$ cat src/verilog/cdma_map.svh
// register offsets, field positions, reset values and timing counts
// for the cascaded dma controller; included by the core.
//
// Contract
// first controller holds channels 0-3, 8-bit
// second controller holds 4-7; 4 cascades first
// 8-bit channels: 32-bit address, 64 KB pages
// 16-bit channels: 32-bit address, 128 KB pages
// channels 5-7 move even-aligned 16-bit words
// only hardware request lines start transfers
// per-channel single, block, demand or cascade mode
// single mode: one cycle, then release bus
// block mode: all transfers without releasing bus
// demand mode: run while request high, until terminal
// slave hold feeds master channel 4 request
// each channel does read, write or verify
// reset puts both controllers in fixed priority
// fixed order 0,1,2,3,5,6,7
// address/count write loads base and current
// address/count read returns current only
// ready input stretches transfer cycles
// cascade channel lets bus master own bus
// byte pointer selects low then high byte
// rotating: last serviced channel becomes lowest
// low page write clears high page
// terminal count ends sequence, releases bus
`ifndef CDMA_MAP_SVH
`define CDMA_MAP_SVH

// ============================================================
// register offsets
`define CDMA_MODE_BASE 8'h20
`define CDMA_CMD_SLAVE 8'h28
`define CDMA_CMD_MASTER 8'h29
`define CDMA_MASK 8'h2A
`define CDMA_STATUS 8'h2B
`define CDMA_CLR_PTR 8'h2C
`define CDMA_REQ 8'h2D

// ============================================================
// channel register fields, addr[1:0]
`define CDMA_F_ADDR 2'h0
`define CDMA_F_CNT 2'h1
`define CDMA_F_LOPG 2'h2
`define CDMA_F_HIPG 2'h3

// ============================================================
// bit fields
`define CDMA_ROT_BIT 4
`define CDMA_MODE_TT_LSB 0
`define CDMA_MODE_TM_LSB 2
`define CDMA_MODE_AUTO_BIT 4
`define CDMA_CASC_CH 3'h4

// ============================================================
// reset values
`define CDMA_MASK_RST 8'hFF
`define CDMA_CMD_RST 8'h00

// ============================================================
// timing
`define CDMA_CLK_NS 25
`define CDMA_CMD_NS 100
`define CDMA_CMD_CYC ((`CDMA_CMD_NS + `CDMA_CLK_NS - 1) / `CDMA_CLK_NS)

`endif

$ cat src/verilog/cdma_pkg.sv
// types shared by the cascaded dma controller
// assumes nothing of its surroundings
package cdma_pkg;

  typedef logic [7:0] cdma_byte_t;

  typedef enum logic [1:0] {
    CDMA_TM_DEMAND = 2'h0,
    CDMA_TM_SINGLE = 2'h1,
    CDMA_TM_BLOCK = 2'h2,
    CDMA_TM_CASCADE = 2'h3
  } cdma_tmode_e;

  typedef enum logic [1:0] {
    CDMA_TT_VERIFY = 2'h0,
    CDMA_TT_WRITE = 2'h1,
    CDMA_TT_READ = 2'h2,
    CDMA_TT_RSVD = 2'h3
  } cdma_xtype_e;

  typedef enum logic [2:0] {
    CDMA_ST_IDLE = 3'h0,
    CDMA_ST_HOLD = 3'h1,
    CDMA_ST_ADDR = 3'h2,
    CDMA_ST_CMD = 3'h3,
    CDMA_ST_WAIT = 3'h4,
    CDMA_ST_CASC = 3'h5
  } cdma_state_e;

endpackage

$ cat src/verilog/cdma_ctrl.sv
// seven-channel dma engine: two cascaded controllers, one bus sequencer
// assumes ref_clk_i at 40 MHz; drq_i and ready_i are asynchronous pins;
// bus_gnt_i and the register port are on ref_clk_i.
`timescale 1ns/1ps
`include "cdma_map.svh"

module cdma_ctrl (
  input wire logic ref_clk_i,
  input wire logic rst_i,
  input wire logic [7:0] reg_addr_i,
  input wire cdma_pkg::cdma_byte_t reg_wdata_i,
  input wire logic reg_wr_i,
  input wire logic reg_rd_i,
  output cdma_pkg::cdma_byte_t reg_rdata_o,
  input wire logic [7:0] drq_i,
  output logic [7:0] dack_n_o,
  input wire logic ready_i,
  output logic bus_req_o,
  input wire logic bus_gnt_i,
  output logic [31:0] mem_addr_o,
  output logic mem_rd_o,
  output logic mem_wr_o,
  output logic io_rd_o,
  output logic io_wr_o,
  output logic word_o,
  output logic tc_o
);
  import cdma_pkg::*;

  localparam logic [2:0] CMD_CYC = 3'(`CDMA_CMD_CYC);

  // ============================================================
  // pin synchronisers
  logic [7:0] drq_meta, drq_sync;
  logic ready_meta, ready_sync;

  always_ff @(posedge ref_clk_i) begin
    drq_meta <= rst_i ? 8'h00 : drq_i;
    drq_sync <= rst_i ? 8'h00 : drq_meta;
    ready_meta <= !rst_i && ready_i;
    ready_sync <= !rst_i && ready_meta;
  end

  // ============================================================
  // register storage
  logic [15:0] base_addr [8], cur_addr [8], base_cnt [8], cur_cnt [8];
  logic [7:0] lo_page [8], hi_page [8], mode_reg [8];
  logic [7:0] cmd_slave, cmd_master, mask, tc_stat;
  logic byte_ptr;
  logic [1:0] slave_last, master_last;

  cdma_state_e state, next_state;
  logic [2:0] sel, cmd_cnt;

  // ============================================================
  // register decode
  logic ch_hit;
  logic [2:0] ch_idx;
  logic [1:0] ch_fld;
  logic ptr_access;

  assign ch_hit = (reg_addr_i[7:5] == 3'h0);
  assign ch_idx = reg_addr_i[4:2];
  assign ch_fld = reg_addr_i[1:0];
  assign ptr_access = ch_hit && (reg_wr_i || reg_rd_i) &&
                      (ch_fld == `CDMA_F_ADDR || ch_fld == `CDMA_F_CNT);

  // ============================================================
  // requests and arbitration
  // no software request register exists: only drq pins count
  logic [7:0] req;
  logic slave_hold_request, master_first_request_input, any_req;
  logic [2:0] slave_win, master_win, winner;

  // returns {valid, index}; rotation starts after the last served
  function automatic logic [2:0] cdma_pick(input logic [3:0] rq,
                                           input logic rot,
                                           input logic [1:0] last);
    logic [2:0] r;
    logic [1:0] k;
    r = 3'h0;
    for (int i = 3; i >= 0; i--) begin
      k = rot ? 2'(last + 2'(i) + 2'h1) : 2'(i);
      if (rq[k]) begin
        r = {1'b1, k};
      end
    end
    return r;
  endfunction

  assign req = drq_sync & ~mask & 8'hEF; // channel 4 has no pin
  assign slave_win = cdma_pick(req[3:0], cmd_slave[`CDMA_ROT_BIT],
                               slave_last);
  assign slave_hold_request = slave_win[2];
  // slave hold drives master channel 4 request
  assign master_first_request_input = slave_hold_request;
  assign master_win = cdma_pick({req[7:5], master_first_request_input},
                                cmd_master[`CDMA_ROT_BIT], master_last);
  // channel 4 winning hands the bus to the slave winner
  assign winner = (master_win[1:0] == 2'h0) ? {1'b0, slave_win[1:0]} :
                  {1'b1, master_win[1:0]};
  assign any_req = master_win[2];

  // ============================================================
  // sequencer
  cdma_tmode_e sel_tm;
  cdma_xtype_e sel_tt;
  logic sel_auto, cyc_end, tc_hit, casc_end;

  assign sel_tm = cdma_tmode_e'(mode_reg[sel][`CDMA_MODE_TM_LSB +: 2]);
  assign sel_tt = cdma_xtype_e'(mode_reg[sel][`CDMA_MODE_TT_LSB +: 2]);
  assign sel_auto = mode_reg[sel][`CDMA_MODE_AUTO_BIT];
  // ready low stretches the cycle
  assign cyc_end = (state == CDMA_ST_WAIT) && ready_sync;
  assign tc_hit = (cur_cnt[sel] == 16'h0000);
  assign casc_end = (state == CDMA_ST_CASC) && !drq_sync[sel];

  always_comb begin
    next_state = state;
    case (state)
      CDMA_ST_IDLE: if (any_req) next_state = CDMA_ST_HOLD;
      CDMA_ST_HOLD: begin
        if (!any_req) begin
          next_state = CDMA_ST_IDLE;
        end else if (bus_gnt_i) begin
          // cascade channel gives the bus to the requester
          next_state = (mode_reg[winner][`CDMA_MODE_TM_LSB +: 2] ==
                        CDMA_TM_CASCADE) ? CDMA_ST_CASC : CDMA_ST_ADDR;
        end
      end
      CDMA_ST_ADDR: next_state = CDMA_ST_CMD;
      CDMA_ST_CMD: if (cmd_cnt == CMD_CYC - 3'h1) next_state = CDMA_ST_WAIT;
      CDMA_ST_WAIT: begin
        if (ready_sync) begin
          if (tc_hit) begin
            next_state = CDMA_ST_IDLE;
          end else begin
            case (sel_tm)
              CDMA_TM_SINGLE: next_state = CDMA_ST_IDLE;
              CDMA_TM_BLOCK: next_state = CDMA_ST_ADDR;
              CDMA_TM_DEMAND: begin
                // continue only while request holds
                next_state = (drq_sync[sel] && !mask[sel]) ?
                             CDMA_ST_ADDR : CDMA_ST_IDLE;
              end
              default: next_state = CDMA_ST_IDLE;
            endcase
          end
        end
      end
      CDMA_ST_CASC: if (casc_end) next_state = CDMA_ST_IDLE;
      default: next_state = CDMA_ST_IDLE;
    endcase
  end

  always_ff @(posedge ref_clk_i) begin
    state <= rst_i ? CDMA_ST_IDLE : next_state;
  end

  always_ff @(posedge ref_clk_i) begin
    if (rst_i) begin
      sel <= 3'h0;
    end else if (state == CDMA_ST_HOLD && bus_gnt_i) begin
      sel <= winner;
    end
  end

  always_ff @(posedge ref_clk_i) begin
    cmd_cnt <= (state == CDMA_ST_CMD && !rst_i) ? cmd_cnt + 3'h1 : 3'h0;
  end

  // last served channel per controller, for rotation
  always_ff @(posedge ref_clk_i) begin
    if (rst_i) begin
      slave_last <= 2'h3;
      master_last <= 2'h3;
    end else if (cyc_end || casc_end) begin
      if (sel[2]) begin
        master_last <= sel[1:0];
      end else begin
        slave_last <= sel[1:0];
        master_last <= 2'h0;
      end
    end
  end

  // ============================================================
  // bus side outputs
  logic slave_hold_acknowledge_input, master_first_acknowledge_output;
  logic ack_phase;

  assign ack_phase = (state == CDMA_ST_ADDR) || (state == CDMA_ST_CMD) ||
                     (state == CDMA_ST_WAIT) || (state == CDMA_ST_CASC);
  assign bus_req_o = (state != CDMA_ST_IDLE);
  // master channel 4 acknowledge feeds slave hold acknowledge
  assign master_first_acknowledge_output = ack_phase && !sel[2];
  assign slave_hold_acknowledge_input = master_first_acknowledge_output;

  always_comb begin
    dack_n_o = 8'hFF;
    if (slave_hold_acknowledge_input) begin
      dack_n_o[sel] = 1'b0;
    end else if (ack_phase) begin
      dack_n_o[sel] = 1'b0;
    end
  end

  logic cmd_on;
  assign cmd_on = (next_state == CDMA_ST_CMD) ||
                  (next_state == CDMA_ST_WAIT);

  // verify drives no command line
  always_ff @(posedge ref_clk_i) begin
    mem_rd_o <= !rst_i && cmd_on && (sel_tt == CDMA_TT_READ);
    io_wr_o <= !rst_i && cmd_on && (sel_tt == CDMA_TT_READ);
    mem_wr_o <= !rst_i && cmd_on && (sel_tt == CDMA_TT_WRITE);
    io_rd_o <= !rst_i && cmd_on && (sel_tt == CDMA_TT_WRITE);
  end

  always_ff @(posedge ref_clk_i) begin
    if (rst_i) begin
      mem_addr_o <= 32'h0000_0000;
      word_o <= 1'b0;
    end else if (sel[2]) begin
      // word channels: address is a word index, bit 0 forced low
      mem_addr_o <= {hi_page[sel], lo_page[sel][7:1], cur_addr[sel],
                     1'b0}; // see R4
      word_o <= 1'b1;
    end else begin
      mem_addr_o <= {hi_page[sel], lo_page[sel], cur_addr[sel]};
      word_o <= 1'b0;
    end
  end

  always_ff @(posedge ref_clk_i) begin
    tc_o <= !rst_i && cyc_end && tc_hit;
  end

  // ============================================================
  // channel registers
  always_ff @(posedge ref_clk_i) begin
    if (rst_i) begin
      for (int i = 0; i < 8; i++) begin
        base_addr[i] <= 16'h0000;
        cur_addr[i] <= 16'h0000;
        base_cnt[i] <= 16'h0000;
        cur_cnt[i] <= 16'h0000;
        lo_page[i] <= 8'h00;
        hi_page[i] <= 8'h00;
      end
    end else begin
      // address wraps inside 16 bits, never crossing the page
      if (cyc_end) begin
        if (tc_hit && sel_auto) begin
          cur_addr[sel] <= base_addr[sel];
          cur_cnt[sel] <= base_cnt[sel];
        end else begin
          cur_addr[sel] <= cur_addr[sel] + 16'h0001;
          cur_cnt[sel] <= cur_cnt[sel] - 16'h0001;
        end
      end
      if (reg_wr_i && ch_hit) begin
        case (ch_fld)
          `CDMA_F_ADDR: begin
            // base and current load together (see R15 see R19)
            if (byte_ptr) begin
              base_addr[ch_idx][15:8] <= reg_wdata_i;
              cur_addr[ch_idx][15:8] <= reg_wdata_i;
            end else begin
              base_addr[ch_idx][7:0] <= reg_wdata_i;
              cur_addr[ch_idx][7:0] <= reg_wdata_i;
            end
          end
          `CDMA_F_CNT: begin
            if (byte_ptr) begin
              base_cnt[ch_idx][15:8] <= reg_wdata_i;
              cur_cnt[ch_idx][15:8] <= reg_wdata_i;
            end else begin
              base_cnt[ch_idx][7:0] <= reg_wdata_i;
              cur_cnt[ch_idx][7:0] <= reg_wdata_i;
            end
          end
          `CDMA_F_LOPG: begin
            lo_page[ch_idx] <= reg_wdata_i;
            hi_page[ch_idx] <= 8'h00;
          end
          `CDMA_F_HIPG: begin
            hi_page[ch_idx] <= reg_wdata_i;
          end
          default: begin
          end
        endcase
      end
    end
  end

  always_ff @(posedge ref_clk_i) begin
    if (rst_i) begin
      byte_ptr <= 1'b0;
    end else if (reg_wr_i && reg_addr_i == `CDMA_CLR_PTR) begin
      byte_ptr <= 1'b0;
    end else if (ptr_access) begin
      byte_ptr <= ~byte_ptr;
    end
  end

  // ============================================================
  // mode, command, mask and status
  always_ff @(posedge ref_clk_i) begin
    if (rst_i) begin
      for (int i = 0; i < 8; i++) begin
        mode_reg[i] <= 8'h00;
      end
    end else if (reg_wr_i && reg_addr_i[7:3] == `CDMA_MODE_BASE >> 3) begin
      mode_reg[reg_addr_i[2:0]] <= reg_wdata_i; // see R7
    end
  end

  always_ff @(posedge ref_clk_i) begin
    if (rst_i) begin
      cmd_slave <= `CDMA_CMD_RST; // fixed priority out of reset
      cmd_master <= `CDMA_CMD_RST;
    end else if (reg_wr_i) begin
      if (reg_addr_i == `CDMA_CMD_SLAVE) begin
        cmd_slave <= reg_wdata_i;
      end
      if (reg_addr_i == `CDMA_CMD_MASTER) begin
        cmd_master <= reg_wdata_i;
      end
    end
  end

  // terminal count without auto reload masks the channel; set wins
  logic [7:0] tc_set;
  always_comb begin
    tc_set = 8'h00;
    if (cyc_end && tc_hit) begin
      tc_set[sel] = 1'b1;
    end
  end

  always_ff @(posedge ref_clk_i) begin
    if (rst_i) begin
      mask <= `CDMA_MASK_RST;
    end else if (reg_wr_i && reg_addr_i == `CDMA_MASK) begin
      mask <= reg_wdata_i | (sel_auto ? 8'h00 : tc_set);
    end else begin
      mask <= mask | (sel_auto ? 8'h00 : tc_set);
    end
  end

  always_ff @(posedge ref_clk_i) begin
    if (rst_i) begin
      tc_stat <= 8'h00;
    end else if (reg_rd_i && reg_addr_i == `CDMA_STATUS) begin
      tc_stat <= tc_set;
    end else begin
      tc_stat <= tc_stat | tc_set;
    end
  end

  // ============================================================
  // read port, data valid only in the cycle after the strobe
  always_ff @(posedge ref_clk_i) begin
    if (rst_i) begin
      reg_rdata_o <= 8'h00;
    end else if (!reg_rd_i) begin
      reg_rdata_o <= 8'h00;
    end else if (ch_hit) begin
      case (ch_fld)
        // only current copies are visible
        `CDMA_F_ADDR: reg_rdata_o <= byte_ptr ? cur_addr[ch_idx][15:8] :
                                     cur_addr[ch_idx][7:0];
        `CDMA_F_CNT: reg_rdata_o <= byte_ptr ? cur_cnt[ch_idx][15:8] :
                                    cur_cnt[ch_idx][7:0];
        `CDMA_F_LOPG: reg_rdata_o <= lo_page[ch_idx];
        default: reg_rdata_o <= hi_page[ch_idx];
      endcase
    end else if (reg_addr_i[7:3] == `CDMA_MODE_BASE >> 3) begin
      reg_rdata_o <= mode_reg[reg_addr_i[2:0]];
    end else begin
      case (reg_addr_i)
        `CDMA_CMD_SLAVE: reg_rdata_o <= cmd_slave;
        `CDMA_CMD_MASTER: reg_rdata_o <= cmd_master;
        `CDMA_MASK: reg_rdata_o <= mask;
        `CDMA_STATUS: reg_rdata_o <= tc_stat;
        `CDMA_REQ: reg_rdata_o <= req;
        default: reg_rdata_o <= 8'h00;
      endcase
    end
  end

endmodule // cdma_ctrl

$ cat config.mk
export PLATFORM = sky130hd
export DESIGN_NAME = cdma_ctrl
export DESIGN_NICKNAME = d
export VERILOG_FILES = /design/src/verilog/cdma_pkg.sv /design/src/verilog/cdma_ctrl.sv
export VERILOG_INCLUDE_DIRS = /design/src /design/src/verilog
export SDC_FILE = /design/constraint.sdc
export NUM_CORES = 1
export LEC_CHECK = 0
export CAP_MARGIN = 0
export CORE_UTILIZATION = 50
export DETAILED_ROUTE_END_ITERATION = 6
export DONT_BUFFER_PORTS = 1
export GPL_TIMING_DRIVEN = 0
export SLEW_MARGIN = 40
export SYNTH_ARGS = -nofsm -noshare
export SYNTH_HDL_FRONTEND = slang
export SYNTH_SLANG_ARGS = --single-unit
$ cat constraint.sdc
create_clock -name ref_clk_i -period 5.8 [get_ports ref_clk_i]
set_clock_uncertainty 0.05 [all_clocks]
set_input_delay 0.87 -clock ref_clk_i [delete_from_list [all_inputs] [get_ports ref_clk_i]]
set_output_delay 0.87 -clock ref_clk_i [all_outputs]
set_load 0.01 [all_outputs]
-- Word-level counts from Yosys, hierarchy flattened
Memory sizes are Yosys's and may differ from the RTL's. A register that Yosys moved wholly into a read port is not among the register bits.
Cells that the tools add are included.
- latch bits: 0
- output and inout port bits: 55
- memories kept: 7
- ROM bits: 0
- flip-flop bits (word level): 108
- bits of input ports: 30
- RAM bits: 704
- word-level logic and storage cells: 289
- memories (name ; words ; bits a word ; read ports ; clocked after Yosys merged registers in ; write ports ; line ; text):
    base_addr ; 8 ; 16 ; 1 ; 1 ; 8 ; cdma_ctrl.sv:46 ; logic [15:0] base_addr [8], cur_addr [8], base_cnt [8], cur_cnt [8];
    base_cnt ; 8 ; 16 ; 1 ; 1 ; 8 ; cdma_ctrl.sv:46 ;
    cur_addr ; 8 ; 16 ; 2 ; 1 ; 8 ; cdma_ctrl.sv:46 ;
    cur_cnt ; 8 ; 16 ; 2 ; 1 ; 8 ; cdma_ctrl.sv:46 ;
    hi_page ; 8 ; 8 ; 2 ; 1 ; 8 ; cdma_ctrl.sv:47 ; logic [7:0] lo_page [8], hi_page [8], mode_reg [8];
    lo_page ; 8 ; 8 ; 2 ; 1 ; 8 ; cdma_ctrl.sv:47 ;
    +1 memories ; n/a ; n/a ; n/a ; n/a ; n/a ; n/a ;
- add/subtract/negate cells: 15
- bitwise operators: 12
- equal/unequal tests: 22
- shift operators: 0
- mux-type cells: 146
- multiply operators: 0
- magnitude comparators: 10
- divide/modulo/power cells: 0
- reduce and logical (&&, ||, !) cells: 56
- operators by type and width (kind ; number):
    two-way mux 16 bit ; 8
    two-way mux 8 bit ; 14
    two-way mux 3 bit ; 37
    OR reduction 16 bit ; 6
    two-way mux 1 bit ; 56
    == test 8 x 6 -> 1 bit (second input constant) ; 6
    one-hot mux 8 bit (5 select lines) ; 1
    two-way mux 2 bit ; 15
    < comparator 2 x 3 -> 1 bit (second input constant) ; 8
    OR 8 bit ; 3
    one-hot mux 8 bit (3 select lines) ; 1
    OR reduction 8 bit ; 3
    logical AND 1 bit ; 23
    one-hot mux 3 bit (6 select lines) ; 1
    two-way mux 17 bit ; 1
    adder 16 x 1 -> 16 bit (second input constant) ; 1
    adder 2 x 1 -> 2 bit (second input constant) ; 8
    binary-select mux 1 bit (select 2 bit) ; 8
    logical NOT 16 bit ; 1
    inverter 8 bit ; 2
    subtractor 16 x 1 -> 16 bit (second input constant) ; 1
    == test 3 x 2 -> 1 bit (second input constant) ; 4
    == test 2 bit (second input constant) ; 5
    == test 3 bit (second input constant) ; 3
    other kinds (20) ; 45

-- Logic depth before layout (Yosys ltp)
An unclocked memory read counts as a cell.
- word-level depth: 27
- depth in mapped cells: 18
- depth with buffers taken out: 9

-- Worst setup path after synthesis
OpenSTA, ideal clock, no wires.
- path kind: reg-to-reg
- start: register (tool-made name)
- end: memory cur_cnt[0][7], data pin
- library setup time: 270 ps
- cell stages (with the launch flop): 19
- data required time: 5480 ps
- path slack: 1057 ps
- arrival time: 4423 ps
- period minus slack after synthesis: 4743 ps
- path buffers: 9
- path through: dfxtp_1 buf_4 buf_6 buf_6 buf_6 buf_4 buf_2 buf_4 buf_2 mux4_2 mux2i_1 ha_1 nand3_1 nor4_4 nand3_2 o21bai_4 buf_6 mux2i_1 o21bai_1
- RTL lines (element ; line):
    to (decl) ; cdma_ctrl.sv:46

==> metrics.yaml <==
instances_no_fill: 4446
rsz0062_at_grt: "false"
fin_setup_tns_ns: -2.230
grt_max_degree: 20
port_buffers: 0
reg2reg_slack_ns: -0.07
period_share_pct: 101.3
hold_buffers: 0
synth-async-reset-ratio_pct: 0
globalRouteMet1Util_pct: 51.87
yosysTopAreaCell: "edfxtp_1"
cts_tree: "done"
violations: "setup timing"
synth.top_cells.by_count: "704 x edfxtp_1, 265 x and2_1, 250 x o21bai_1, 232 x nor2_1, 186 x mux4_2"
synth.most_common_cell: "edfxtp_1"
critical_path_arrival_ns: 6.21
numClockSinks: 815
crit_path_end_kind: "register"
clk_latency_ns: 0.69
grt_usage_pct: 43.16
slew_viol_final: 0
crit_slowest_cell: "clkbuf_4"
slew_headroom_pct: 32.08
vias: 32040
max_stage_delay_ns: 0.46
first_pass_iters: 6
finalWorstSetupSlack_ns: -0.07315
use_met2_pct: 67.40
min_path_type: "input pin to register"
status: "complete, but fails checks"
peakVddDrop_mv: 0.2784
die-area_sq_um: 84020
grt_pass1_wl_microns: 248000
root_buffer: "clkbuf_16"
power.density_nw_per_um2: 293.0
viasPerCell: 7.206
syn_area_per_cell_sq_um: 13.00
cts_buffers: 88
synthFlopType: "edfxtp_1"
routed_wl_microns: 183500
cpLargestDelayFamily: "buffers and inverters"
fin_crit_ns: 5.873
antenna_left: 0
place.gp.congestion: 1.051
ys_warn_count: 0
finalSetupViolCount: 68
num_rows: 105
synth_edf_count: 704
path_cells: "buf_2 > buf_2 > buf_4 > buf_4 > clkbuf_4 > clkbuf_4 > mux2i_1 > ha_2 > nand3_1 > nor4_4 > nand3_4 > o21bai_4 > buf_12 > buf_8 > mux2i_4 > o21bai_1"
cts.clk_slew.worst_paths_ns: 0.06
area_growth_pct: 12.16
wl_per_cell_microns: 41.27
die_w_microns: 289.9
dp_hpwl_microns: 135000
grt_use_met3_pct: 11.60
leakage_nw: 16.10
cts_htree_levels: 3
cts_buffer_depth: 3
core_area_sq_um: 81980
ys_ff_latch: 815
syn_nets: 3220
hold_violations: 0
worstSetupPathType: "register to register"
worst_pin_slew_ns: 1.019
max-cap-violations: 0
dp_cells: 4261
layout-drive-gt1-share_pct: 18.59
timing.fmax_ghz: 0.1703
ioPinCount: 85
synth.area.top_cells: "edfxtp_1 51%, mux4_2 10%, dfxtp_1 5.4%"
grt_pass1_vias: 31390
grt-ovfl-total: 0
nets: 3316
synth_cell_types: 76
drc: 0
n_fill_cell: 6822
yosysSeqAreaShare_pct: 56.39
path_buf_inv: 8
drtIter0Drc: 4881
synthCells: 3186
final_util_pct: 56.68
cp-start-kind: "register"
antenna_found_initial: 15
path_max_fanout: 10
syn_area_sq_um: 41430
die_h_microns: 289.9
netlist.area_leader.share_pct: 51.02
total_power_mw: 13.62
busiest_layer: "met2"
required_ns: 6.14
start_util_pct: 50.54
metrics by stage:
stage / hold slack, ns / setup WS (ns) / instance area [sq um]
detailed placement: 0.3713 / -1.386 / 43010
CTS: 0.2550 / 0.1101 / 46390
global route: 0.2633 / 0.0008460 / 46460
global placement: 0.3612 / -2.227 / 42770
floorplan: 0.3492 / 1.057 / 41430
finish: 0.2671 / -0.07315 / 46470
cells by family after synthesis:
logic type / after synthesis / synth area share [%]
compound gates: 663 / 11.84
flops: 815 / 56.39
simple gates: 1066 / 13.64
buf+inv: 249 / 2.615
mux: 362 / 14.83
fa+ha+maj: 4 / 0.1208
xor+xnor: 27 / 0.5707
routing by layer:
metal / vias up / wire [microns]
met1: 16100 / 63190
met3: 693 / 21340
met2: 2688 / 83060
li1: 12550 / -
met4: 12 / 15790
met5: - / 100
worst paths after layout:
| path | from | end | depth (start not counted) |
|---|---|---|---|
| min reg2reg | cmd_cnt[0]$_SDFF_PN0_ | cmd_cnt[0]$_SDFF_PN0_ | 1 |
| max | register | cur_addr[3][2]$_DFFE_PP_ | 16 |
| min | drq_i[6] | drq_meta[6]$_SDFF_PP0_ | 1 |
| max reg2reg | register | cur_addr[3][2]$_DFFE_PP_ | 16 |
where the power goes:
part	leakage [nW]	internal (mW)	switching, mW	total [mW]
clock	1.51	3.45	2.55	6.00
combinational	6.62	0.245	0.667	0.912
sequential	7.97	6.57	0.136	6.71
total	16.1	10.3	3.35	13.6
layout by cell type (no fill, tap or decap), types with 25 or more instances in the layout:
cell	instances
or2_2	34
nor2_1	222
mux2i_1	84
a21oi_1	44
mux2_2	59
edfxtp_1	704
mux2i_4	26
a211oi_1	28
nor2b_1	55
nand3_1	38
a221oi_1	25
a22oi_1	147
o21ai_0	41
clkbuf_16	92
mux4_2	186
dfxtp_1	111
and2_1	265
clkbuf_2	63
clkbuf_1	133
o21bai_1	242
a22o_1	25
nand2b_1	32
nand2_1	178
and3_1	140
area by class of cell:
class | count | area (sq um) | area share, %
plain buffers | 234 | 1184 | 2.547
multi-input cells | 2122 | 17340 | 37.32
inverters | 11 | 41.29 | 0.08885
well taps | 1070 | 1339 | 2.881
clock inverters | 37 | 479.2 | 1.031
repair buffers | 10 | 90.09 | 0.1939
flip-flops and latches | 815 | 23360 | 50.27
diodes | 20 | 50.05 | 0.1077
clock buffers | 127 | 2584 | 5.560
timing repair:
item                                    in CTS  in global routing
buffers inserted                             4                  0
resized for setup                           47                  2
gates cloned                                 0                  0
pin swaps                                    2                  0
endpoints found under the setup margin     274                 37
Power figures use the tool's default switching activity.
